$ cat src/pwmc_params.svh
`ifndef PWMC_PARAMS_SVH
`define PWMC_PARAMS_SVH

// Frame address codes.
`define PWMC_ADDR_INIT2 4'h1
`define PWMC_ADDR_CHAN_FIRST 4'h2
`define PWMC_ADDR_OUTCTL 4'h8
`define PWMC_ADDR_GLOBAL 4'h9
`define PWMC_ADDR_INEN 4'hB
`define PWMC_ADDR_PRESC 4'hC
`define PWMC_ADDR_RAMP 4'hE

// Field positions inside a 16-bit frame.
`define PWMC_SYNC_BIT 1
`define PWMC_SUBSEL_BIT 8
`define PWMC_RAMP_DIR_BIT 10

// Reset values, duty limits and the phase offset shift.
`define PWMC_DUTY_FULL 8'hFF
`define PWMC_DUTY_ZERO 8'h00
`define PWMC_DUTY_RST 8'h00
`define PWMC_PRESC_RST 2'h0
`define PWMC_PHASE_LSB 6

// External clock window, in Hz, and the reference clock rate.
`define PWMC_REF_HZ 10000000
`define PWMC_CLK_MIN_HZ 25600
`define PWMC_CLK_MAX_HZ 102400
`define PWMC_CLK_LONG_CYC (`PWMC_REF_HZ / `PWMC_CLK_MIN_HZ)
`define PWMC_CLK_SHORT_CYC ((`PWMC_REF_HZ + `PWMC_CLK_MAX_HZ - 1) / `PWMC_CLK_MAX_HZ)

`endif

$ cat src/pwmc_pkg.sv
package pwmc_pkg;
  localparam int unsigned PWMC_NCH = 6;
  localparam int unsigned PWMC_NPIN = 4;
  localparam int unsigned PWMC_NRAMP = 5;

  typedef struct packed {
    logic [3:0] addr;
    logic frame_toggle_bit;
    logic phase_code_msb;
    logic phase_code_lsb;
    logic on;
    logic [7:0] channel_duty_value;
  } pwmc_frame_t;

  typedef struct packed {
    logic on;
    logic [1:0] phase;
    logic [1:0] presc;
    logic [7:0] duty;
  } pwmc_chan_t;

  typedef enum logic [0:0] {
    PWMC_CLK_FAIL = 1'b0,
    PWMC_CLK_OK = 1'b1
  } pwmc_clk_state_t;
endpackage

$ cat src/pwmc_top.sv
`timescale 1ns/1ps
`include "pwmc_params.svh"
module pwmc_top #(
  parameter int unsigned CLK_LONG_CYC = `PWMC_CLK_LONG_CYC,
  parameter int unsigned CLK_SHORT_CYC = `PWMC_CLK_SHORT_CYC
) (
  input wire logic i_ref_clk,
  input wire logic i_rst,
  input wire logic i_chip_select_n,
  input wire logic [15:0] i_frame_word,
  input wire logic i_ext_clk,
  input wire logic [pwmc_pkg::PWMC_NPIN-1:0] i_direct_control_pin,
  output logic [pwmc_pkg::PWMC_NCH-1:0] o_output_channels,
  output logic o_clock_fail
);
  import pwmc_pkg::*;

  localparam int NCH = PWMC_NCH;

  // Two-flop synchronisers; the third flop on the clock and chip select only feeds edge detection.
  logic cs_s1_q, cs_s2_q, cs_s3_q;
  logic ext_s1_q, ext_s2_q, ext_s3_q;
  logic [15:0] word_s1_q, word_s2_q;
  logic [PWMC_NPIN-1:0] pin_s1_q, pin_s2_q;

  always_ff @(posedge i_ref_clk) begin
    if (i_rst) begin
      cs_s1_q <= 1'b1;
      cs_s2_q <= 1'b1;
      cs_s3_q <= 1'b1;
      ext_s1_q <= 1'b0;
      ext_s2_q <= 1'b0;
      ext_s3_q <= 1'b0;
      word_s1_q <= 16'h0000;
      word_s2_q <= 16'h0000;
      pin_s1_q <= '0;
      pin_s2_q <= '0;
    end else begin
      cs_s1_q <= i_chip_select_n;
      cs_s2_q <= cs_s1_q;
      cs_s3_q <= cs_s2_q;
      ext_s1_q <= i_ext_clk;
      ext_s2_q <= ext_s1_q;
      ext_s3_q <= ext_s2_q;
      word_s1_q <= i_frame_word;
      word_s2_q <= word_s1_q;
      pin_s1_q <= i_direct_control_pin;
      pin_s2_q <= pin_s1_q;
    end
  end

  // The frame word is stable well before chip select rises, so it is settled when the edge is seen.
  logic cs_rise, ext_rise;
  pwmc_frame_t frame;
  assign cs_rise = cs_s2_q & ~cs_s3_q;
  assign ext_rise = ext_s2_q & ~ext_s3_q;
  assign frame = pwmc_frame_t'(word_s2_q);

  logic wr_chan, wr_out, wr_glb, wr_inen, wr_presc, wr_ramp, wr_sync;
  assign wr_chan = cs_rise && frame.addr >= `PWMC_ADDR_CHAN_FIRST
    && frame.addr < 4'(`PWMC_ADDR_CHAN_FIRST + NCH);
  assign wr_out = cs_rise && frame.addr == `PWMC_ADDR_OUTCTL;
  assign wr_glb = cs_rise && frame.addr == `PWMC_ADDR_GLOBAL;
  assign wr_inen = cs_rise && frame.addr == `PWMC_ADDR_INEN;
  assign wr_presc = cs_rise && frame.addr == `PWMC_ADDR_PRESC;
  assign wr_ramp = cs_rise && frame.addr == `PWMC_ADDR_RAMP;
  assign wr_sync = cs_rise && frame.addr == `PWMC_ADDR_INIT2 && word_s2_q[`PWMC_SYNC_BIT];

  // External clock monitor: a period outside the window marks the clock failed.
  pwmc_clk_state_t clk_st_q;
  logic [11:0] mon_cnt_q;

  always_ff @(posedge i_ref_clk) begin
    if (i_rst) begin
      clk_st_q <= PWMC_CLK_FAIL;
      mon_cnt_q <= 12'h000;
    end else if (ext_rise) begin
      mon_cnt_q <= 12'h000;
      if (mon_cnt_q + 12'h001 < 12'(CLK_SHORT_CYC)) begin
        clk_st_q <= PWMC_CLK_FAIL;
      end else if (mon_cnt_q < 12'(CLK_LONG_CYC)) begin
        clk_st_q <= PWMC_CLK_OK;
      end
    end else if (mon_cnt_q >= 12'(CLK_LONG_CYC)) begin
      clk_st_q <= PWMC_CLK_FAIL;
    end else begin
      mon_cnt_q <= mon_cnt_q + 12'h001;
    end
  end

  // Common step counter; two spare bits serve the slower prescaler settings.
  logic [9:0] cnt_q;
  logic step_q;

  always_ff @(posedge i_ref_clk) begin
    if (i_rst) begin
      cnt_q <= 10'h000;
      step_q <= 1'b0;
    end else if (wr_sync) begin
      cnt_q <= 10'h000;
      step_q <= 1'b1;
    end else begin
      cnt_q <= ext_rise ? cnt_q + 10'h001 : cnt_q;
      step_q <= ext_rise;
    end
  end

  // Shared registers: duty source select, shared duty and pin-select bits.
  logic [NCH-1:0] gsel_q;
  logic [7:0] gduty_q;
  logic [2*PWMC_NPIN-1:0] inen_q;

  always_ff @(posedge i_ref_clk) begin
    if (i_rst) begin
      gsel_q <= '0;
      gduty_q <= `PWMC_DUTY_RST;
      inen_q <= '0;
    end else begin
      if (wr_glb && !word_s2_q[`PWMC_SUBSEL_BIT]) begin
        gsel_q <= word_s2_q[NCH-1:0];
      end
      if (wr_glb && word_s2_q[`PWMC_SUBSEL_BIT]) begin
        gduty_q <= frame.channel_duty_value;
      end
      if (wr_inen) begin
        inen_q <= word_s2_q[2*PWMC_NPIN-1:0];
      end
    end
  end

  logic clk_bad;
  assign clk_bad = (clk_st_q == PWMC_CLK_FAIL);

  pwmc_chan_t ch_q [NCH];
  logic [NCH-1:0] tgt_on, act_on_q, pstart;
  logic [7:0] tgt_duty [NCH];
  logic [7:0] act_duty_q [NCH];
  logic [7:0] pos [NCH];

  genvar gi;
  generate
    for (gi = 0; gi < NCH; gi++) begin : g_ch
      logic [1:0] shift;
      logic [1:0] step_code;
      logic [8:0] step_amt, ramp_sum;
      logic [7:0] base, ramp_duty;
      logic use_glb, pin_sel_hi, pin_sel_lo, pin;

      // Channel word, mirrored on bit, prescaler and ramp share one register per channel.
      assign step_code = (gi < PWMC_NRAMP) ? word_s2_q[2*gi+:2] : 2'h0;
      assign step_amt = (step_code == 2'h0) ? 9'h000 : (9'h002 << step_code);
      assign ramp_sum = word_s2_q[`PWMC_RAMP_DIR_BIT] ? {1'b0, ch_q[gi].duty} + step_amt
        : {1'b0, ch_q[gi].duty} - step_amt;
      assign ramp_duty = ramp_sum[8] ? (word_s2_q[`PWMC_RAMP_DIR_BIT] ? `PWMC_DUTY_FULL
        : `PWMC_DUTY_ZERO) : ramp_sum[7:0];

      always_ff @(posedge i_ref_clk) begin
        if (i_rst) begin
          ch_q[gi] <= '{on: 1'b0, phase: 2'h0, presc: `PWMC_PRESC_RST, duty: `PWMC_DUTY_RST};
        end else begin
          if (wr_chan && frame.addr == 4'(`PWMC_ADDR_CHAN_FIRST + gi)) begin
            ch_q[gi].on <= frame.on;
            ch_q[gi].phase <= {frame.phase_code_msb, frame.phase_code_lsb};
            ch_q[gi].duty <= frame.channel_duty_value;
          end else if (wr_out) begin
            ch_q[gi].on <= word_s2_q[gi];
          end else if (wr_ramp && gi < PWMC_NRAMP) begin
            ch_q[gi].duty <= ramp_duty;
          end
          if (wr_presc && word_s2_q[`PWMC_SUBSEL_BIT] == (gi >= NCH / 2)) begin
            ch_q[gi].presc <= word_s2_q[2*(gi%(NCH/2))+:2];
          end
        end
      end

      // Duty source and gating per the pin-select bits; channels without a pin behave as 00.
      if (gi < PWMC_NPIN) begin : g_pin
        assign pin_sel_hi = inen_q[2*gi+1];
        assign pin_sel_lo = inen_q[2*gi];
        assign pin = pin_s2_q[gi];
      end else begin : g_nopin
        assign pin_sel_hi = 1'b0;
        assign pin_sel_lo = 1'b0;
        assign pin = 1'b0;
      end
      assign use_glb = (pin_sel_hi && pin_sel_lo) ? gsel_q[gi] ^ pin : gsel_q[gi];
      assign tgt_on[gi] = ch_q[gi].on && ((pin_sel_hi == pin_sel_lo) || pin);
      assign tgt_duty[gi] = use_glb ? gduty_q : ch_q[gi].duty;

      // Prescaler picks which counter bits form the step; phase subtracts quarter periods.
      assign shift = ch_q[gi].presc[1] ? 2'h0 : (ch_q[gi].presc[0] ? 2'h1 : 2'h2);
      assign base = cnt_q[shift+:8];
      assign pos[gi] = base - {ch_q[gi].phase, 6'h00};
      assign pstart[gi] = step_q && pos[gi] == 8'h00 && (cnt_q & ((10'h001 << shift) - 10'h001)) == 10'h000;

      // Off and full duty take effect at once; partial duty waits for the period start.
      always_ff @(posedge i_ref_clk) begin
        if (i_rst) begin
          act_on_q[gi] <= 1'b0;
          act_duty_q[gi] <= `PWMC_DUTY_RST;
        end else if (!tgt_on[gi] || tgt_duty[gi] == `PWMC_DUTY_FULL) begin
          act_on_q[gi] <= tgt_on[gi];
          act_duty_q[gi] <= tgt_duty[gi];
        end else if (pstart[gi]) begin
          act_on_q[gi] <= tgt_on[gi];
          act_duty_q[gi] <= tgt_duty[gi];
        end
      end

      // A failed clock bypasses the counter compare, so outputs fall back to plain on/off.
      always_ff @(posedge i_ref_clk) begin
        if (i_rst) begin
          o_output_channels[gi] <= 1'b0;
        end else if (clk_bad) begin
          o_output_channels[gi] <= tgt_on[gi];
        end else begin
          o_output_channels[gi] <= act_on_q[gi] && pos[gi] <= act_duty_q[gi];
        end
      end
    end
  endgenerate

  always_ff @(posedge i_ref_clk) begin
    if (i_rst) begin
      o_clock_fail <= 1'b1;
    end else begin
      o_clock_fail <= clk_bad;
    end
  end
endmodule

$ cat config.mk
export PLATFORM = sky130hd
export DESIGN_NAME = pwmc_top
export DESIGN_NICKNAME = d
export VERILOG_FILES = /design/src/pwmc_pkg.sv /design/src/pwmc_top.sv
export VERILOG_INCLUDE_DIRS = /design/src
export SDC_FILE = /design/constraint.sdc
export NUM_CORES = 1
export LEC_CHECK = 0
export ABC_CLOCK_PERIOD_IN_PS = 5100
export BUFFER_PORTS_ARGS = -buffer_cell sky130_fd_sc_hd__buf_4
export CAP_MARGIN = 10
export CELL_PAD_IN_SITES_DETAIL_PLACEMENT = 2
export CELL_PAD_IN_SITES_GLOBAL_PLACEMENT = 2
export CORE_AREA = 8 8 196 198
export CTS_CLUSTER_DIAMETER = 150
export DETAILED_ROUTE_END_ITERATION = 8
export DIE_AREA = 0 0 204 206
export PLACE_DENSITY_LB_ADDON = 0.1
export SYNTH_ARGS = -nofsm -noshare
export SYNTH_HDL_FRONTEND = slang
export SYNTH_SLANG_ARGS = --single-unit
$ cat constraint.sdc
create_clock -name i_ref_clk -period 5.1 [get_ports i_ref_clk]
set_clock_uncertainty 0.2 [all_clocks]
set_input_delay 0.51 -clock i_ref_clk [delete_from_list [all_inputs] [get_ports i_ref_clk]]
set_output_delay 0.51 -clock i_ref_clk [all_outputs]
set_load 0.01 [all_outputs]
== Word-level counts from Yosys, hierarchy flattened ==
Memories as Yosys holds them, arrays and structs flattened.
Index checks and enable logic that the tools add are counted.
Widths: inputs -> output; s select.

* Word-level logic and storage cells: 471
* Memory bits (writable): 126
* Output and inout bits: 7
* Bits in registers: 105
* Memories kept: 2

* Order comparisons: 11
* $add $sub $neg: 24
* Eq/ne operators: 23
* Shift-type cells: 17
* Reduce and logical (&&, ||, !) cells: 89
* Multiplexer cells: 212
* Bitwise gates (word level): 63

{| class="wikitable"
|+ Memory list
! memory !! depth !! width !! rd ports !! clocked after Yosys merged registers in !! wr ports !! line !! RTL
|-
| ch_q || 6 || 13 || 6 || 0 || 6 || pwmc_top.sv:134 || <nowiki>pwmc_chan_t ch_q [NCH];</nowiki>
|-
| act_duty_q || 6 || 8 || 6 || 0 || 6 || pwmc_top.sv:137 || <nowiki>logic [7:0] act_duty_q [NCH];</nowiki>
|}

{| class="wikitable"
|+ Operators by type and width
! operator !! count
|-
| $mux 8 || 35
|-
| $mux 1 || 143
|-
| $mux 9 || 10
|-
| $and 10x10->10 || 6
|-
| $logic_not 10->1 || 6
|-
| $shiftx 10x3->8 || 6
|-
| $shl 1x2->10 const A || 6
|-
| $sub 10x1->10 const B || 6
|-
| $eq 8x8->1 const B || 6
|-
| $le 8x8->1 || 6
|-
| $logic_not 8->1 || 6
|-
| $mux 2 || 24
|-
| $sub 8x8->8 || 6
|-
| $or 1x1->1 || 47
|-
| $add 8x9->9 || 5
|-
| $logic_and 1x1->1 || 45
|-
| $shl 2x2->9 const A || 5
|-
| $sub 8x9->9 || 5
|-
| $eq 4x4->1 const B || 5
|-
| $eq 4x3->1 const B || 4
|-
| $reduce_bool 2->1 || 7
|-
| $add 12x1->12 const B || 1
|-
| $ge 12x9->1 const B || 1
|-
| $lt 12x7->1 const B || 1
|-
| 16 further kinds || 47
|}

== Depth between registers and ports, before layout ==
An unclocked memory read counts as a cell.

* Depth in word-level cells: 13
* Gate-level depth with buffers: 16
* Mapped depth without buffers: 13

== Least setup slack after synthesis ==
Ideal clock, no wire load.

* Kind: register -> register
* From: register word_s2_q[1] (netlist: frame[1])
* To: memory ch_q[0][2] (netlist name), data pin
* Buffers on the path: 1
* Data required time: 4639 ps
* Data arrival time: 3092 ps
* Setup time: 261 ps
* Stages on the path, launching flop included: 11
* Path slack: 1547 ps
* Cells stage by stage: dfxtp_1 > clkbuf_1 > inv_1 > ha_1 > mux2_2 > fa_1 > a211oi_1 > o21bai_1 > a21oi_1 > mux2_2 > a221o_1

{| class="wikitable"
|+ RTL lines
! what !! line !! RTL
|-
| start, declared || pwmc_top.sv:23 || <nowiki>logic [15:0] word_s1_q, word_s2_q;</nowiki>
|-
| start signal, assigned || pwmc_top.sv:46 || <nowiki>word_s2_q <= word_s1_q;</nowiki>
|-
| end, declared || pwmc_top.sv:134 ||
|}

==> impl_metrics.json <==
{
  "netlist_instances": 1521,
  "postRouteWirelength_um": 47200,
  "cp-end-kind": "flop",
  "ant_nets": 0,
  "path_class": "flop to flop",
  "final_util": 0.462,
  "clk_pin_slew_ps": 60,
  "status": "complete, no violations",
  "multiInputGateArea_mm2": 0.00801,
  "die_area_mm2": 0.0420,
  "wl_met3_um": 1670,
  "period_needed_ps": 4210,
  "io_pins": 31,
  "worst_slew_pin_slew_ps": 1080,
  "cts_root_buf": "clkbuf_16",
  "cts_max_level": 1,
  "critical_path_required_ps": 5310,
  "cap_violations": 0,
  "drive_gt1_frac": 0.0869,
  "wl_met2_um": 23000,
  "yosysTopAreaCell": "edfxtp_1",
  "antenna_found_initial": 0,
  "setup_slack_ps": 887,
  "numPortBuffers": 29,
  "ys_warn_count": 0,
  "grt_pass1_wl_um": 74600,
  "postCtsResizedCells": 0,
  "avgSynthCellArea_um2": 9.58,
  "initial_core_util": 0.414,
  "diodes": 0,
  "worstHoldPathType": "input pin to flop",
  "synth_edf_count": 126,
  "finalHoldViolCount": 0,
  "slew_violations": 0,
  "slew_headroom": 0.278,
  "timing.final.crit_share": 0.826,
  "chipHeight_um": 206,
  "final_nets": 1678,
  "powerDensity_mw_per_mm2": 280,
  "highest_layer": "met4",
  "syn_area_mm2": 0.0146,
  "fmax_ghz": 0.237,
  "numCtsBuffers": 27,
  "overflow": 0,
  "post_cts.repair.setup_buffers": 0,
  "ys_ff_latch": 229,
  "setup_viol_count_final": 0,
  "core-area_mm2": 0.0352,
  "wl_per_cell_um": 23.5,
  "grt_max_degree": 79,
  "rsz0062_at_grt": "false",
  "synthToLayoutAreaGrowth_pct": 11.6,
  "viasPerCell": 5.81,
  "grt_pass1_vias": 12747,
  "place_congestion": 0.800,
  "cts_hold_buffers": 20,
  "fin_setup_tns_ps": 0,
  "synth.area.top_cells": "edfxtp_1 26%, dfxtp_1 14%, ha_1 10%",
  "first_pass_iters": 5,
  "dp_slack_ps": 1010,
  "clk_latency_ps": 560,
  "path_max_fanout": 11,
  "fp.dieW_um": 204,
  "hpwl_um": 34500,
  "synth_flop_cell": "edfxtp_1",
  "rows": 69,
  "num-fill-cells": 3706,
  "synth_cell_type_count": 78,
  "drc_errors": 0,
  "drt-met1-wl_um": 21800,
  "async_flop_share": 0,
  "arrival_ps": 4420,
  "synth_top_area_frac": 0.260,
  "cts_sinks": 229,
  "track_usage": 0.225,
  "cts_max_path_buffers": 3,
  "regArea_mm2": 0.00585,
  "setup.worst_path.start_class": "flop",
  "yosysSeqAreaShare": 0.401,
  "num_vias": 11704,
  "tritoncts": "built",
  "static-leakage-power_nw": 6.56,
  "vdd_drop_max_v": 0.000205,
  "drt_iter0_drc": 644
}
## flip-flops by register name (all words and copies together), names as in the netlist, 4 cells and up, named ones only
signal             cells
ch_q                  74
word_s1_q             15
frame                 15
gduty_q                8
act_duty_q            48
o_output_channels      6
pin_s2_q               4
cnt_q                 10
act_on_q               6
pin_s1_q               4
mon_cnt_q             12
inen_q                 8
gsel_q                 6
## cell type report
type	instances	share of cell area
sequential	229	0.359
tap	461	0.0354
clock buffer	41	0.0524
clock inverter	9	0.00484
inverter	96	0.0221
multi-input combinational	1111	0.492
timing repair buffer	67	0.0340
## power breakdown
part | switching [mW] | internal, mW | total, mW
Sequential | 0.0758 | 2.01 | 2.09
Combinational | 0.270 | 0.185 | 0.455
Clock | 0.804 | 1.21 | 2.01
Total | 1.15 | 3.40 | 4.55
## cell usage after synthesis, drive strengths merged (5+ instances only)
cell	number
a211o	5
a211oi	26
a21boi	6
a21o	20
a21oi	106
a221o	24
a311oi	6
a32o	6
and2	11
and3	8
buf	30
clkbuf	65
dfxtp	103
edfxtp	126
fa	5
ha	117
inv	95
mux2	7
mux2i	109
nand2	96
nand2b	9
nand3	16
nand4	29
nor2	128
nor2b	67
nor3	44
nor3b	15
nor4	26
o211a	5
o211ai	11
o21a	5
o21ai	67
o21bai	7
o32ai	8
or2	6
or3	6
or4	6
xnor2	30
xor2	19
## metrics by stage
| stage | instances | hold slack, ps | power (mW) | area, um^2 |
|---|---|---|---|---|
| 2_1_floorplan | 1531 | 189 | 2.40 | 14600 |
| 3_3_place_gp | 1944 | 194 | 2.53 | 15100 |
| 3_5_place_dp | 1944 | 207 | 2.56 | 15100 |
| 4_1_cts | 2014 | 0.492 | 4.59 | 16300 |
| 5_1_grt | 2014 | 34.4 | 4.73 | 16300 |
| 6_report | 2014 | 14.6 | 4.55 | 16300 |
## worst paths after layout
check	endpoint	slack, ps	cells past startpoint	from
worst min-delay path	ext_s1_q$_SDFF_PP0_	10	2	i_ext_clk
worst max-delay path	ch_q[2][3]$_DFFE_PP_	890	9	frame[4]$_SDFF_PP0_
worst min register to register	cs_s2_q$_SDFF_PP1_	210	1	cs_s1_q$_SDFF_PP1_
worst max register to register	ch_q[2][3]$_DFFE_PP_	890	9	frame[4]$_SDFF_PP0_
## critical path, stage by stage (launching register included)
cell      delay [ps]
dfxtp_1          810
inv_1            430
ha_1             400
mux2_2           290
fa_1             460
a211oi_1         270
o21bai_1         110
a21oi_1          320
mux2i_1          520
a221o_1          260
## routing by layer
layer / track usage / vias up
met2: 0.394 / 195
li1: - / 5534
met3: 0.0254 / 54
met5: 0 / -
met4: 0.0532 / 0
met1: 0.295 / 5921
## kinds of logic (layout without fill, tap and decap cells)
logic type,Yosys count,count (layout),synth area share
buffers and inverters,191,213,0.0523
and+or+nand+nor,483,483,0.170
AOI/OAI and AO/OA,329,329,0.158
xor gates and xnor gates,49,49,0.0300
DFF,229,229,0.401
adders and majority gates,122,122,0.107
other,2,12,0.000515
muxes,116,116,0.0803
## placed cells by master (no fill, tap or decap), types with 6 or more instances in the layout
cell type / synthesis / final
clkbuf_1: 65 / 6
o32ai_1: 8 / 8
nand2b_1: 9 / 9
nand4_1: 29 / 29
and3_1: 8 / 8
dlygate4sd3_1: 0 / 20
ha_1: 117 / 117
edfxtp_1: 126 / 126
buf_4: 1 / 47
nand2_1: 96 / 96
xnor2_1: 30 / 30
nor3_1: 42 / 42
a211oi_2: 9 / 9
a221o_1: 24 / 24
o21ai_0: 64 / 64
inv_1: 95 / 95
o21bai_1: 7 / 7
nor4_1: 26 / 26
conb_1: 2 / 12
nor2_1: 124 / 124
nand3_1: 16 / 16
a21o_1: 20 / 20
mux2_2: 7 / 7
mux2i_1: 109 / 109
dfxtp_1: 103 / 103
nor3b_1: 15 / 15
and2_1: 11 / 11
clkbuf_16: 0 / 31
nor2b_1: 67 / 67
a32o_1: 6 / 6
xor2_1: 18 / 18
a211oi_1: 17 / 17
o211ai_1: 11 / 11
a21oi_1: 106 / 106
No activity file was read; power rests on OpenSTA's default activity.
